===== config.mk =====
export PLATFORM = sky130hd
export DESIGN_NAME = gshr_bank
export DESIGN_NICKNAME = d
export VERILOG_FILES = /design/src/gshr_pkg.sv /design/src/gshr_bank.sv
export SDC_FILE = /design/constraint.sdc
export NUM_CORES = 1
export LEC_CHECK = 0
export BUFFER_PORTS_ARGS = -buffer_cell sky130_fd_sc_hd__buf_2
export CAP_MARGIN = 0
export CORE_ASPECT_RATIO = 1.2
export CORE_MARGIN = 3
export CORE_UTILIZATION = 51
export CTS_CLUSTER_DIAMETER = 40
export DETAILED_ROUTE_END_ITERATION = 12
export PLACE_DENSITY_LB_ADDON = 0.1
export RECOVER_POWER = 100
export SETUP_SLACK_MARGIN = 0.1
export SLEW_MARGIN = 10
export SYNTH_ARGS = -nofsm -noshare
export SYNTH_HDL_FRONTEND = slang
export SYNTH_SLANG_ARGS = --single-unit

===== constraint.sdc =====
create_clock -name mclk -period 3.32 [get_ports mclk]
set_input_delay 0 -clock mclk [delete_from_list [all_inputs] [get_ports mclk]]
set_output_delay 0 -clock mclk [all_outputs]
set_load 0.1 [all_outputs]

===== src/gshr_pkg.sv =====
// package: register map, command codes, defaults and carrier types for the holding-register bank
package gshr_pkg;

  // holding-register offsets (register index on the serial protocol)
  localparam logic [15:0] ADDR_CAL_CMD      = 16'h0000;
  localparam logic [15:0] ADDR_CAL_REF      = 16'h0002;
  localparam logic [15:0] ADDR_OVERRIDE     = 16'h0003;
  localparam logic [15:0] ADDR_ABC_HOURS    = 16'h0004;
  localparam logic [15:0] ADDR_RSVD         = 16'h0005;
  localparam logic [15:0] ADDR_MEAS_PERIOD  = 16'h000B;
  localparam logic [15:0] ADDR_SAMPLES      = 16'h000C;
  localparam logic [15:0] ADDR_ABC_PERIOD   = 16'h000D;
  localparam logic [15:0] ADDR_ERR_CLEAR    = 16'h000E;
  localparam logic [15:0] ADDR_ABC_REF      = 16'h000F;
  localparam logic [15:0] ADDR_FILTER       = 16'h0010;
  localparam logic [15:0] ADDR_RESTART      = 16'h0011;
  localparam logic [15:0] ADDR_METER        = 16'h0012;

  // calibration command codes
  localparam logic [15:0] CMD_RESTORE       = 16'h7C02;
  localparam logic [15:0] CMD_FORCED_ABC    = 16'h7C03;
  localparam logic [15:0] CMD_TARGET        = 16'h7C05;
  localparam logic [15:0] CMD_BACKGROUND    = 16'h7C06;
  localparam logic [15:0] CMD_ZERO          = 16'h7C07;

  // values after reset and field limits
  localparam logic [15:0] CMD_RST           = 16'h0000;
  localparam logic [15:0] CAL_REF_RST       = 16'h0000;
  localparam logic [15:0] ABC_REF_RST       = 16'h0000;
  localparam logic [15:0] OVERRIDE_NONE     = 16'h7FFF;
  localparam logic [15:0] PERIOD_RST        = 16'h0010;
  localparam logic [15:0] PERIOD_MIN        = 16'h0002;
  localparam logic [15:0] PERIOD_MAX        = 16'hFFFE;
  localparam logic [15:0] SAMPLES_RST       = 16'h0008;
  localparam logic [15:0] SAMPLES_MIN       = 16'h0001;
  localparam logic [15:0] SAMPLES_MAX       = 16'h0400;
  localparam logic [15:0] SAMPLES_INT_MIN   = 16'h0002;
  localparam logic [15:0] ABC_PERIOD_RST    = 16'h02D0;
  localparam logic [15:0] ABC_PERIOD_OFF_LO = 16'h0000;
  localparam logic [15:0] ABC_PERIOD_OFF_HI = 16'hFFFF;
  localparam logic [15:0] FILTER_RST        = 16'h0002;
  localparam logic [15:0] FILTER_MIN        = 16'h0002;
  localparam logic [15:0] FILTER_MAX        = 16'h000A;
  localparam logic [15:0] RESTART_KEY       = 16'h00FF;
  localparam logic [1:0]  METER_RST         = 2'b00;
  localparam int          METER_HEATER_BIT  = 0;
  localparam int          METER_ABC_BIT     = 1;

  // timing: one second of the measurement scheduler
  localparam int          CLK_MHZ           = 100;
  localparam int          SECOND_MS         = 1000;
  localparam int          SECOND_CYCLES     = SECOND_MS * 1000 * CLK_MHZ;

  typedef enum logic [2:0] {
    CAL_NONE,
    CAL_RESTORE,
    CAL_ABC,
    CAL_TARGET,
    CAL_BACKGROUND,
    CAL_ZERO
  } gshr_cal_kind_t;

  typedef enum logic [1:0] {
    MS_LAUNCH,
    MS_BUSY,
    MS_WAIT
  } gshr_meas_state_t;

  typedef struct packed {
    logic        wr;
    logic        rd;
    logic [15:0] addr;
    logic [15:0] wdata;
  } gshr_hr_req_t;

  typedef struct packed {
    logic        ack;
    logic        err;
    logic [15:0] rdata;
  } gshr_hr_rsp_t;

  typedef struct packed {
    gshr_cal_kind_t kind;
    logic [15:0]    reference;
  } gshr_cal_cmd_t;

endpackage : gshr_pkg


===== src/gshr_bank.sv =====
// gas-sensor holding-register bank: calibration commands, configuration and measurement scheduling
// Notes on behaviour
// - restore command reloads factory calibration parameters
// - forced ABC needs valid data and enable
// - background calibration references the ABC target
// - zero calibration assumes zero ppm gas
// - target calibration references the calibration target
// - command applied at next measurement completion
// - override below 32767 forces both concentration results
// - report hours since last baseline calibration
// - period 2..65534 seconds, odd rounds up
// - period and sample count act after restart
// - sample count 1..1024, default eight
// - odd samples round down, minimum two internally
// - overlong sampling stretches the measurement period
// - ABC period 1..65534 hours, default 720
// - ABC enabled for valid period, bit1 clear
// - ABC disabled for 0, 65535 or bit1
// - any error-clear write clears error flags word
// - ABC target feeds background and automatic calibrations
// - static filter strength limited to 2..10
// - writing 0xFF to restart register restarts device
// - meter bits: heater off, ABC off, default 0
`timescale 1ns/1ps
`default_nettype none

module gshr_bank
  import gshr_pkg::*;
#(
  parameter int SECOND_CYCLES_P = SECOND_CYCLES
) (
  input  wire logic          mclk,
  input  wire logic          arst_n,
  input  wire gshr_hr_req_t  hr_req,
  output gshr_hr_rsp_t       hr_rsp,
  input  wire logic          meas_done,
  input  wire logic          hour_tick,
  input  wire logic          abc_data_valid,
  output logic               meas_start,
  output logic               cal_start,
  output gshr_cal_cmd_t      cal_cmd,
  output logic               conc_override_en,
  output logic [15:0]        conc_override_value,
  output logic               error_clear,
  output logic               restart_pulse,
  output logic               heater_en,
  output logic               abc_en,
  output logic [15:0]        filter_strength,
  output logic [15:0]        active_period,
  output logic [15:0]        active_samples
);

  if (SECOND_CYCLES_P < 2) begin : g_bad_second
    $error("SECOND_CYCLES_P must be at least 2");
  end

  // stored registers
  logic [15:0]       cal_command;
  logic [15:0]       cal_reference_value;
  logic [15:0]       concentration_override_value;
  logic [15:0]       hours_since_auto_calibration;
  logic [15:0]       measurement_interval_seconds;
  logic [15:0]       samples_per_measurement;
  logic [15:0]       auto_calibration_interval;
  logic [15:0]       auto_calibration_reference;
  logic [15:0]       static_filter_strength;
  logic [1:0]        meter_function_enables;

  // calibration bookkeeping
  gshr_cal_kind_t    pending_kind;
  logic              pending_valid;

  // scheduler
  gshr_meas_state_t  meas_state;
  gshr_meas_state_t  next_meas_state;
  logic [31:0]       cycle_cnt;
  logic [15:0]       sec_cnt;

  // access decode
  wire logic         wr_en        = hr_req.wr;
  wire logic         rd_en        = hr_req.rd & ~hr_req.wr;
  wire logic [15:0]  wd           = hr_req.wdata;
  wire logic         hit_cmd      = (hr_req.addr == ADDR_CAL_CMD);
  wire logic         hit_cal_ref  = (hr_req.addr == ADDR_CAL_REF);
  wire logic         hit_override = (hr_req.addr == ADDR_OVERRIDE);
  wire logic         hit_hours    = (hr_req.addr == ADDR_ABC_HOURS);
  wire logic         hit_rsvd     = (hr_req.addr == ADDR_RSVD);
  wire logic         hit_period   = (hr_req.addr == ADDR_MEAS_PERIOD);
  wire logic         hit_samples  = (hr_req.addr == ADDR_SAMPLES);
  wire logic         hit_abc_per  = (hr_req.addr == ADDR_ABC_PERIOD);
  wire logic         hit_err_clr  = (hr_req.addr == ADDR_ERR_CLEAR);
  wire logic         hit_abc_ref  = (hr_req.addr == ADDR_ABC_REF);
  wire logic         hit_filter   = (hr_req.addr == ADDR_FILTER);
  wire logic         hit_restart  = (hr_req.addr == ADDR_RESTART);
  wire logic         hit_meter    = (hr_req.addr == ADDR_METER);
  wire logic         hit_any      = hit_cmd | hit_cal_ref | hit_override | hit_hours | hit_rsvd | hit_period
                                    | hit_samples | hit_abc_per | hit_err_clr | hit_abc_ref | hit_filter
                                    | hit_restart | hit_meter;
  // the elapsed-hours counter is not writable
  wire logic         wr_refused   = wr_en & (~hit_any | hit_hours);

  wire logic         wr_cmd       = wr_en & hit_cmd;
  wire logic         wr_restart   = wr_en & hit_restart & (wd == RESTART_KEY);

  // write-side value shaping
  wire logic [15:0]  period_clamp = (wd < PERIOD_MIN) ? PERIOD_MIN : ((wd > PERIOD_MAX) ? PERIOD_MAX : wd);
  wire logic [15:0]  period_even  = period_clamp + {15'h0000, period_clamp[0]};
  wire logic [15:0]  samples_clmp = (wd < SAMPLES_MIN) ? SAMPLES_MIN
                                    : ((wd > SAMPLES_MAX) ? SAMPLES_MAX : wd);
  wire logic [15:0]  filter_clamp = (wd < FILTER_MIN) ? FILTER_MIN
                                    : ((wd > FILTER_MAX) ? FILTER_MAX : wd);

  // internal sample count: even, never below two
  wire logic [15:0]  samples_even = {samples_per_measurement[15:1], 1'b0};
  wire logic [15:0]  samples_int  = (samples_even < SAMPLES_INT_MIN) ? SAMPLES_INT_MIN : samples_even;

  // automatic baseline calibration enable
  wire logic         abc_per_ok   = (auto_calibration_interval != ABC_PERIOD_OFF_LO)
                                    & (auto_calibration_interval != ABC_PERIOD_OFF_HI);
  wire logic         abc_enable   = abc_per_ok & ~meter_function_enables[METER_ABC_BIT];
  wire logic         abc_due      = abc_enable & (hours_since_auto_calibration >= auto_calibration_interval);

  // command decode
  gshr_cal_kind_t    cmd_kind;
  always_comb begin
    case (wd)
      CMD_RESTORE:    cmd_kind = CAL_RESTORE;
      CMD_FORCED_ABC: cmd_kind = CAL_ABC;
      CMD_TARGET:     cmd_kind = CAL_TARGET;
      CMD_BACKGROUND: cmd_kind = CAL_BACKGROUND;
      CMD_ZERO:       cmd_kind = CAL_ZERO;
      default:        cmd_kind = CAL_NONE;
    endcase
  end

  // what fires at the end of the current measurement; a command wins over a due automatic run
  gshr_cal_kind_t    fire_kind;
  logic [15:0]       fire_ref;
  always_comb begin
    fire_kind = CAL_NONE;
    if (pending_valid) begin
      // forced run is dropped unless baseline data is held and the function is on
      if (pending_kind == CAL_ABC) begin
        fire_kind = (abc_data_valid & abc_enable) ? CAL_ABC : CAL_NONE;
      end else begin
        fire_kind = pending_kind;
      end
    end else if (abc_due & abc_data_valid) begin
      fire_kind = CAL_ABC;
    end
  end

  always_comb begin
    case (fire_kind)
      CAL_TARGET:     fire_ref = cal_reference_value;
      CAL_BACKGROUND: fire_ref = auto_calibration_reference;
      CAL_ABC:        fire_ref = auto_calibration_reference;
      CAL_ZERO:       fire_ref = 16'h0000;
      default:        fire_ref = 16'h0000;
    endcase
  end

  wire logic         apply_now    = meas_done & (meas_state == MS_BUSY);
  wire logic         fire         = apply_now & (fire_kind != CAL_NONE);
  wire logic         abc_fired    = fire & (fire_kind == CAL_ABC);

  // register writes
  always_ff @(posedge mclk or negedge arst_n) begin
    if (!arst_n) begin
      cal_command                  <= CMD_RST;
      cal_reference_value          <= CAL_REF_RST;
      concentration_override_value <= OVERRIDE_NONE;
      measurement_interval_seconds <= PERIOD_RST;
      samples_per_measurement      <= SAMPLES_RST;
      auto_calibration_interval    <= ABC_PERIOD_RST;
      auto_calibration_reference   <= ABC_REF_RST;
      static_filter_strength       <= FILTER_RST;
      meter_function_enables       <= METER_RST;
    end else if (wr_en) begin
      if (hit_cmd)      cal_command                  <= wd;
      if (hit_cal_ref)  cal_reference_value          <= wd;
      if (hit_override) concentration_override_value <= wd;
      if (hit_period)   measurement_interval_seconds <= period_even;
      if (hit_samples)  samples_per_measurement      <= samples_clmp;
      if (hit_abc_per)  auto_calibration_interval    <= wd;
      if (hit_abc_ref)  auto_calibration_reference   <= wd;
      if (hit_filter)   static_filter_strength       <= filter_clamp;
      if (hit_meter)    meter_function_enables       <= wd[1:0];
    end
  end

  // pending command: a write in the cycle the old one fires keeps the new one
  always_ff @(posedge mclk or negedge arst_n) begin
    if (!arst_n) begin
      pending_valid <= 1'b0;
      pending_kind  <= CAL_NONE;
    end else if (wr_restart) begin
      pending_valid <= 1'b0;
      pending_kind  <= CAL_NONE;
    end else if (wr_cmd) begin
      // writing zero (or an unknown code) withdraws whatever was waiting
      pending_valid <= (cmd_kind != CAL_NONE);
      pending_kind  <= cmd_kind;
    end else if (apply_now & pending_valid) begin
      pending_valid <= 1'b0;
      pending_kind  <= CAL_NONE;
    end
  end

  // elapsed hours, saturating; cleared by every baseline calibration that fires
  always_ff @(posedge mclk or negedge arst_n) begin
    if (!arst_n) begin
      hours_since_auto_calibration <= 16'h0000;
    end else if (abc_fired) begin
      hours_since_auto_calibration <= 16'h0000;
    end else if (hour_tick && (hours_since_auto_calibration != 16'hFFFF)) begin
      hours_since_auto_calibration <= hours_since_auto_calibration + 16'h0001;
    end
  end

  // calibration request to the measurement core
  always_ff @(posedge mclk or negedge arst_n) begin
    if (!arst_n) begin
      cal_start <= 1'b0;
      cal_cmd   <= '{kind: CAL_NONE, reference: 16'h0000};
    end else begin
      cal_start <= fire;
      if (fire) begin
        cal_cmd <= '{kind: fire_kind, reference: fire_ref};
      end
    end
  end

  // configuration in force; stored values only take over at restart
  always_ff @(posedge mclk or negedge arst_n) begin
    if (!arst_n) begin
      active_period  <= PERIOD_RST;
      active_samples <= SAMPLES_RST;
    end else if (wr_restart) begin
      active_period  <= measurement_interval_seconds;
      active_samples <= samples_int;
    end
  end

  // measurement scheduler: a new measurement waits both for the period and for the running one
  always_comb begin
    next_meas_state = meas_state;
    case (meas_state)
      MS_LAUNCH: next_meas_state = MS_BUSY;
      MS_BUSY: begin
        if (meas_done) begin
          next_meas_state = (sec_cnt >= active_period) ? MS_LAUNCH : MS_WAIT;
        end
      end
      MS_WAIT: begin
        if (sec_cnt >= active_period) begin
          next_meas_state = MS_LAUNCH;
        end
      end
      default: next_meas_state = MS_LAUNCH;
    endcase
  end

  wire logic         sec_wrap     = (cycle_cnt == 32'(SECOND_CYCLES_P - 1));

  always_ff @(posedge mclk or negedge arst_n) begin
    if (!arst_n) begin
      meas_state <= MS_LAUNCH;
      cycle_cnt  <= 32'h0000_0000;
      sec_cnt    <= 16'h0000;
    end else if (wr_restart || meas_state == MS_LAUNCH) begin
      meas_state <= wr_restart ? MS_LAUNCH : next_meas_state;
      cycle_cnt  <= 32'h0000_0000;
      sec_cnt    <= 16'h0000;
    end else begin
      meas_state <= next_meas_state;
      cycle_cnt  <= sec_wrap ? 32'h0000_0000 : cycle_cnt + 32'h0000_0001;
      if (sec_wrap && sec_cnt != 16'hFFFF) begin
        sec_cnt <= sec_cnt + 16'h0001;
      end
    end
  end

  assign meas_start = (meas_state == MS_LAUNCH);

  // one-cycle side effects of writes
  always_ff @(posedge mclk or negedge arst_n) begin
    if (!arst_n) begin
      error_clear   <= 1'b0;
      restart_pulse <= 1'b0;
    end else begin
      error_clear   <= wr_en & hit_err_clr;
      restart_pulse <= wr_restart;
    end
  end

  // steady outputs from stored registers
  assign conc_override_en    = (concentration_override_value < OVERRIDE_NONE);
  assign conc_override_value = concentration_override_value;
  assign heater_en           = ~meter_function_enables[METER_HEATER_BIT];
  assign abc_en              = abc_enable;
  assign filter_strength     = static_filter_strength;

  // read data; trigger registers and the reserved slot read as zero
  logic [15:0]       rd_value;
  always_comb begin
    rd_value = 16'h0000;
    if (hit_cmd) begin
      rd_value = cal_command;
    end else if (hit_cal_ref) begin
      rd_value = cal_reference_value;
    end else if (hit_override) begin
      rd_value = concentration_override_value;
    end else if (hit_hours) begin
      rd_value = hours_since_auto_calibration;
    end else if (hit_period) begin
      rd_value = measurement_interval_seconds;
    end else if (hit_samples) begin
      rd_value = samples_per_measurement;
    end else if (hit_abc_per) begin
      rd_value = auto_calibration_interval;
    end else if (hit_abc_ref) begin
      rd_value = auto_calibration_reference;
    end else if (hit_filter) begin
      rd_value = static_filter_strength;
    end else if (hit_meter) begin
      rd_value = {14'h0000, meter_function_enables};
    end
  end

  always_ff @(posedge mclk or negedge arst_n) begin
    if (!arst_n) begin
      hr_rsp <= '{ack: 1'b0, err: 1'b0, rdata: 16'h0000};
    end else begin
      hr_rsp.ack   <= wr_en | rd_en;
      hr_rsp.err   <= wr_refused | (rd_en & ~hit_any);
      hr_rsp.rdata <= (rd_en & hit_any) ? rd_value : 16'h0000;
    end
  end

endmodule : gshr_bank

`default_nettype wire


==> flow_summary_export.csv <==
group,metric,value,unit
status,status,"finished with violations",
status,violations,"capacitance limit, slew limit",
clock_tree,cts_buffer_depth,3,
placed_design,io_buffers,144,
timing,slew_headroom,-80.3,%
layout,area_growth,18.0,%
layout,fill_cells,2251,
worst_setup_path,crit_start,"hr_req[13]",
yosys,netlist_instances,1366,
die,row_count,64,
layout,mostFrequentLayoutCells,"dfrtp_1 (245), nand2_1 (159), nor2_1 (128), clkbuf_1 (125), o21ai_0 (90)",
layout,fin_util,61.6,%
timing,period_minus_slack,3030,ps
timing,setup_viol,0,
yosys,synth-edff-count,0,
worst_setup_path,ff2ff_setup_slack,380,ps
hold_path,hold_path_end,"hr_rsp[0]",
layout,diodes,0,
worst_setup_path,reg2reg_depth,10,
clock_tree,clk_pin_slew,50,ps
yosys,syn_avg_cell_area,9.82,sq um
die,die_x,154,microns
die,start_util,52.2,%
layout,final_cells,1886,
power,max-vdd-ir-drop,0.000351,V
routing,drc,0,
clock_tree,cts_sinks,269,
timing,hold-worst-slack,37.8,ps
layout,layout.nets,1600,
timing,fmaxAchievable,330,MHz
global_routing,grt_max_degree,117,
worst_setup_path,reg2reg_to,"hours_since_auto_calibration[7]",
power,finalPower,8.40,mW
routing,vias_per_cell,5.92,
timing,finalHoldViolCount,0,
placed_design,routabilityCongestion,0.984,
clock_tree,clockRootBuffer,"clkbuf_16",
placed_design,dpl_cell_area,0.0145,sq mm
timing,max_slew.worst_pin.slew,2710,ps
yosys,yosys.area.top_type,"dfrtp_1",
die,floorplan.die.height,184,microns
clock_tree,tritoncts,"done",
routing,drt-pass1-iter-count,5,
global_routing,grt_use_total,28.2,%
hold_path,hold_depth,3,
yosys,yosys_register_bits,269,
routing,wl_met3,2750,microns
clock_tree,htree_levels,2,
worst_setup_path,end_kind,"flip-flop",
worst_setup_path,required,3690,ps
placed_design,pre_cts_ws,453,ps
routing,maxUsedRoutingLayer,"met4",
yosys,netlist_area,0.0134,sq mm
routing,wl_per_cell,21.2,microns
yosys,seq_area_frac_synth,50.4,%
run,drv_cap,1,
worst_setup_path,critPathMaxFanout,31,
routing,num_vias,11200,
routing,wl,40000,microns
clock_tree,ctsResizeCount,0,
routing,wl_met2,19100,microns
layout,layout_commonest_cell,"dfrtp_1",
die,ios,147,
layout,post-route-cell-area,0.0158,sq mm
routing,final_antenna_net_count,0,
worst_setup_path,cp-start-kind,"primary input",
worst_setup_path,cp.arrival,3400,ps
timing,rsz0062_at_grt,"false",
placed_design,dp.cells,1794,
timing,setup-tns-final,0,ps
routing,first_iter_violations,946,
power,power_leakage,7.48,nW
clock_tree,clk_latency,520,ps
global_routing,gr-total-overflow,0,
timing,drv_slew,116,
placed_design,place_hpwl,28700,microns
timing,skew,12.8,ps
yosys,yosys.area.top_type_share,45.7,%
routing,wl_met1,16700,microns
global_routing,grt_pass1_vias,10900,
yosys,synthArstFlopShare,100,%
clock_tree,postCtsSetupBuffers,0,
worst_setup_path,r2r_start,"auto_calibration_interval[9]",
global_routing,antenna_found_initial,0,
die,coreArea,0.0257,sq mm
power,power_per_cell_area,531,mW/mm^2
timing,setup_slack,288,ps
hold_path,hp-start,"hr_req[20]",
worst_setup_path,critPathKind,"primary input to flip-flop",
yosys,synth_ff_type,"dfrtp_1",
die,dieArea,0.0283,sq mm
hold_path,hold_class,"primary input to flip-flop",
yosys,post_synth_num_cell_types,65,
clock_tree,numCtsBuffers,38,
yosys,ys_warn_count,0,
yosys,synthTopCellsByArea,"dfrtp_1 (46%), mux2_2 (7.0%), dfstp_2 (4.7%)",
timing,finalCritPeriodShare,91.3,%
layout,drive_above_1_share,15.2,%
global_routing,grt_first_pass_wirelength,63200,microns
[timing repair]
action,in CTS,in global routing
hold buffers,22,0
endpoints found under the hold margin,180,0
setup endpoints to repair,0,0
[report_power, final]
part / internal (mW) / switching [mW] / total (mW)
logic: 0.188 / 0.485 / 0.673
clock network: 2.71 / 1.55 / 4.26
registers: 3.35 / 0.117 / 3.47
total: 6.25 / 2.15 / 8.40
[metal layers]
metal	vias to the layer above	GRT usage (%)
met5	-	0
met4	0	10.6
met3	96	4.45
met2	465	46.5
met1	5497	38.0
li1	5106	-
[synth_stat cells (24+ instances only)]
library cell and count:
xor2_1 49, mux2_2 83, nand4_1 32, and2_1 24, nor3_1 28, and3_1 33
nand3_1 32, o22ai_1 30, dfrtp_1 245, nand2_1 158, clkbuf_1 61, nor2_1 127
dfstp_2 24, o21ai_0 79, inv_1 64, a21oi_1 49, ha_1 35
[worst max-delay path, cell delays in order]
cell and delay [ps]:
dlygate4sd3_1 530, clkbuf_1 300, or4_1 740, or3_1 440, nor4_1 360, clkbuf_1 260, or3_1 150, clkbuf_2 490
nor2_1 110
[cell families (layout without fill, tap and decap cells)]
family,Yosys count,count (layout),synth area share (%)
AO/OA/AOI/OAI,246,246,11.1
XOR/XNOR,69,69,4.51
adder cells (fa/ha/maj),35,35,3.27
buffers and inverters,146,335,4.48
flip-flops,269,269,50.4
multiplexers,93,93,7.76
other,1,2,0.0280
AND/OR/NAND/NOR,507,507,18.4
[worst max-delay path by stage]
| stage | endpoint | slack, ps |
|---|---|---|
| after floorplan | cal_cmd[10] | 310 |
| after global placement | cal_cmd[13] | 520 |
| after detailed placement | cal_cmd[11] | 450 |
| after CTS | cal_cmd[5] | 440 |
| after global routing | auto_calibration_interval[3] | 150 |
| final | cycle_cnt[20] | 290 |
[final cells by class]
cell class	count	area (sq um)	area share, %
inverters	65	244	1.54
clock buffers	48	1070	6.78
repair buffers	200	1020	6.45
multi-input cells	952	6030	38.1
well taps	330	413	2.61
clock inverters	22	282	1.78
flip-flops and latches	269	6760	42.7
[sequential cells by signal, indices dropped and copies added, names as in the netlist, 3 cells and up]
| signal | flops |
|---|---|
| samples_per_measurement | 16 |
| cal_cmd | 19 |
| cycle_cnt | 32 |
| hours_since_auto_calibration | 16 |
| active_period | 15 |
| auto_calibration_interval | 16 |
| pending_kind | 3 |
| cal_reference_value | 16 |
| conc_override_value | 16 |
| active_samples | 15 |
| measurement_interval_seconds | 15 |
| auto_calibration_reference | 16 |
| filter_strength | 16 |
| cal_command | 16 |
| hr_rsp | 18 |
| sec_cnt | 16 |
Power figures use the tool's default switching activity.
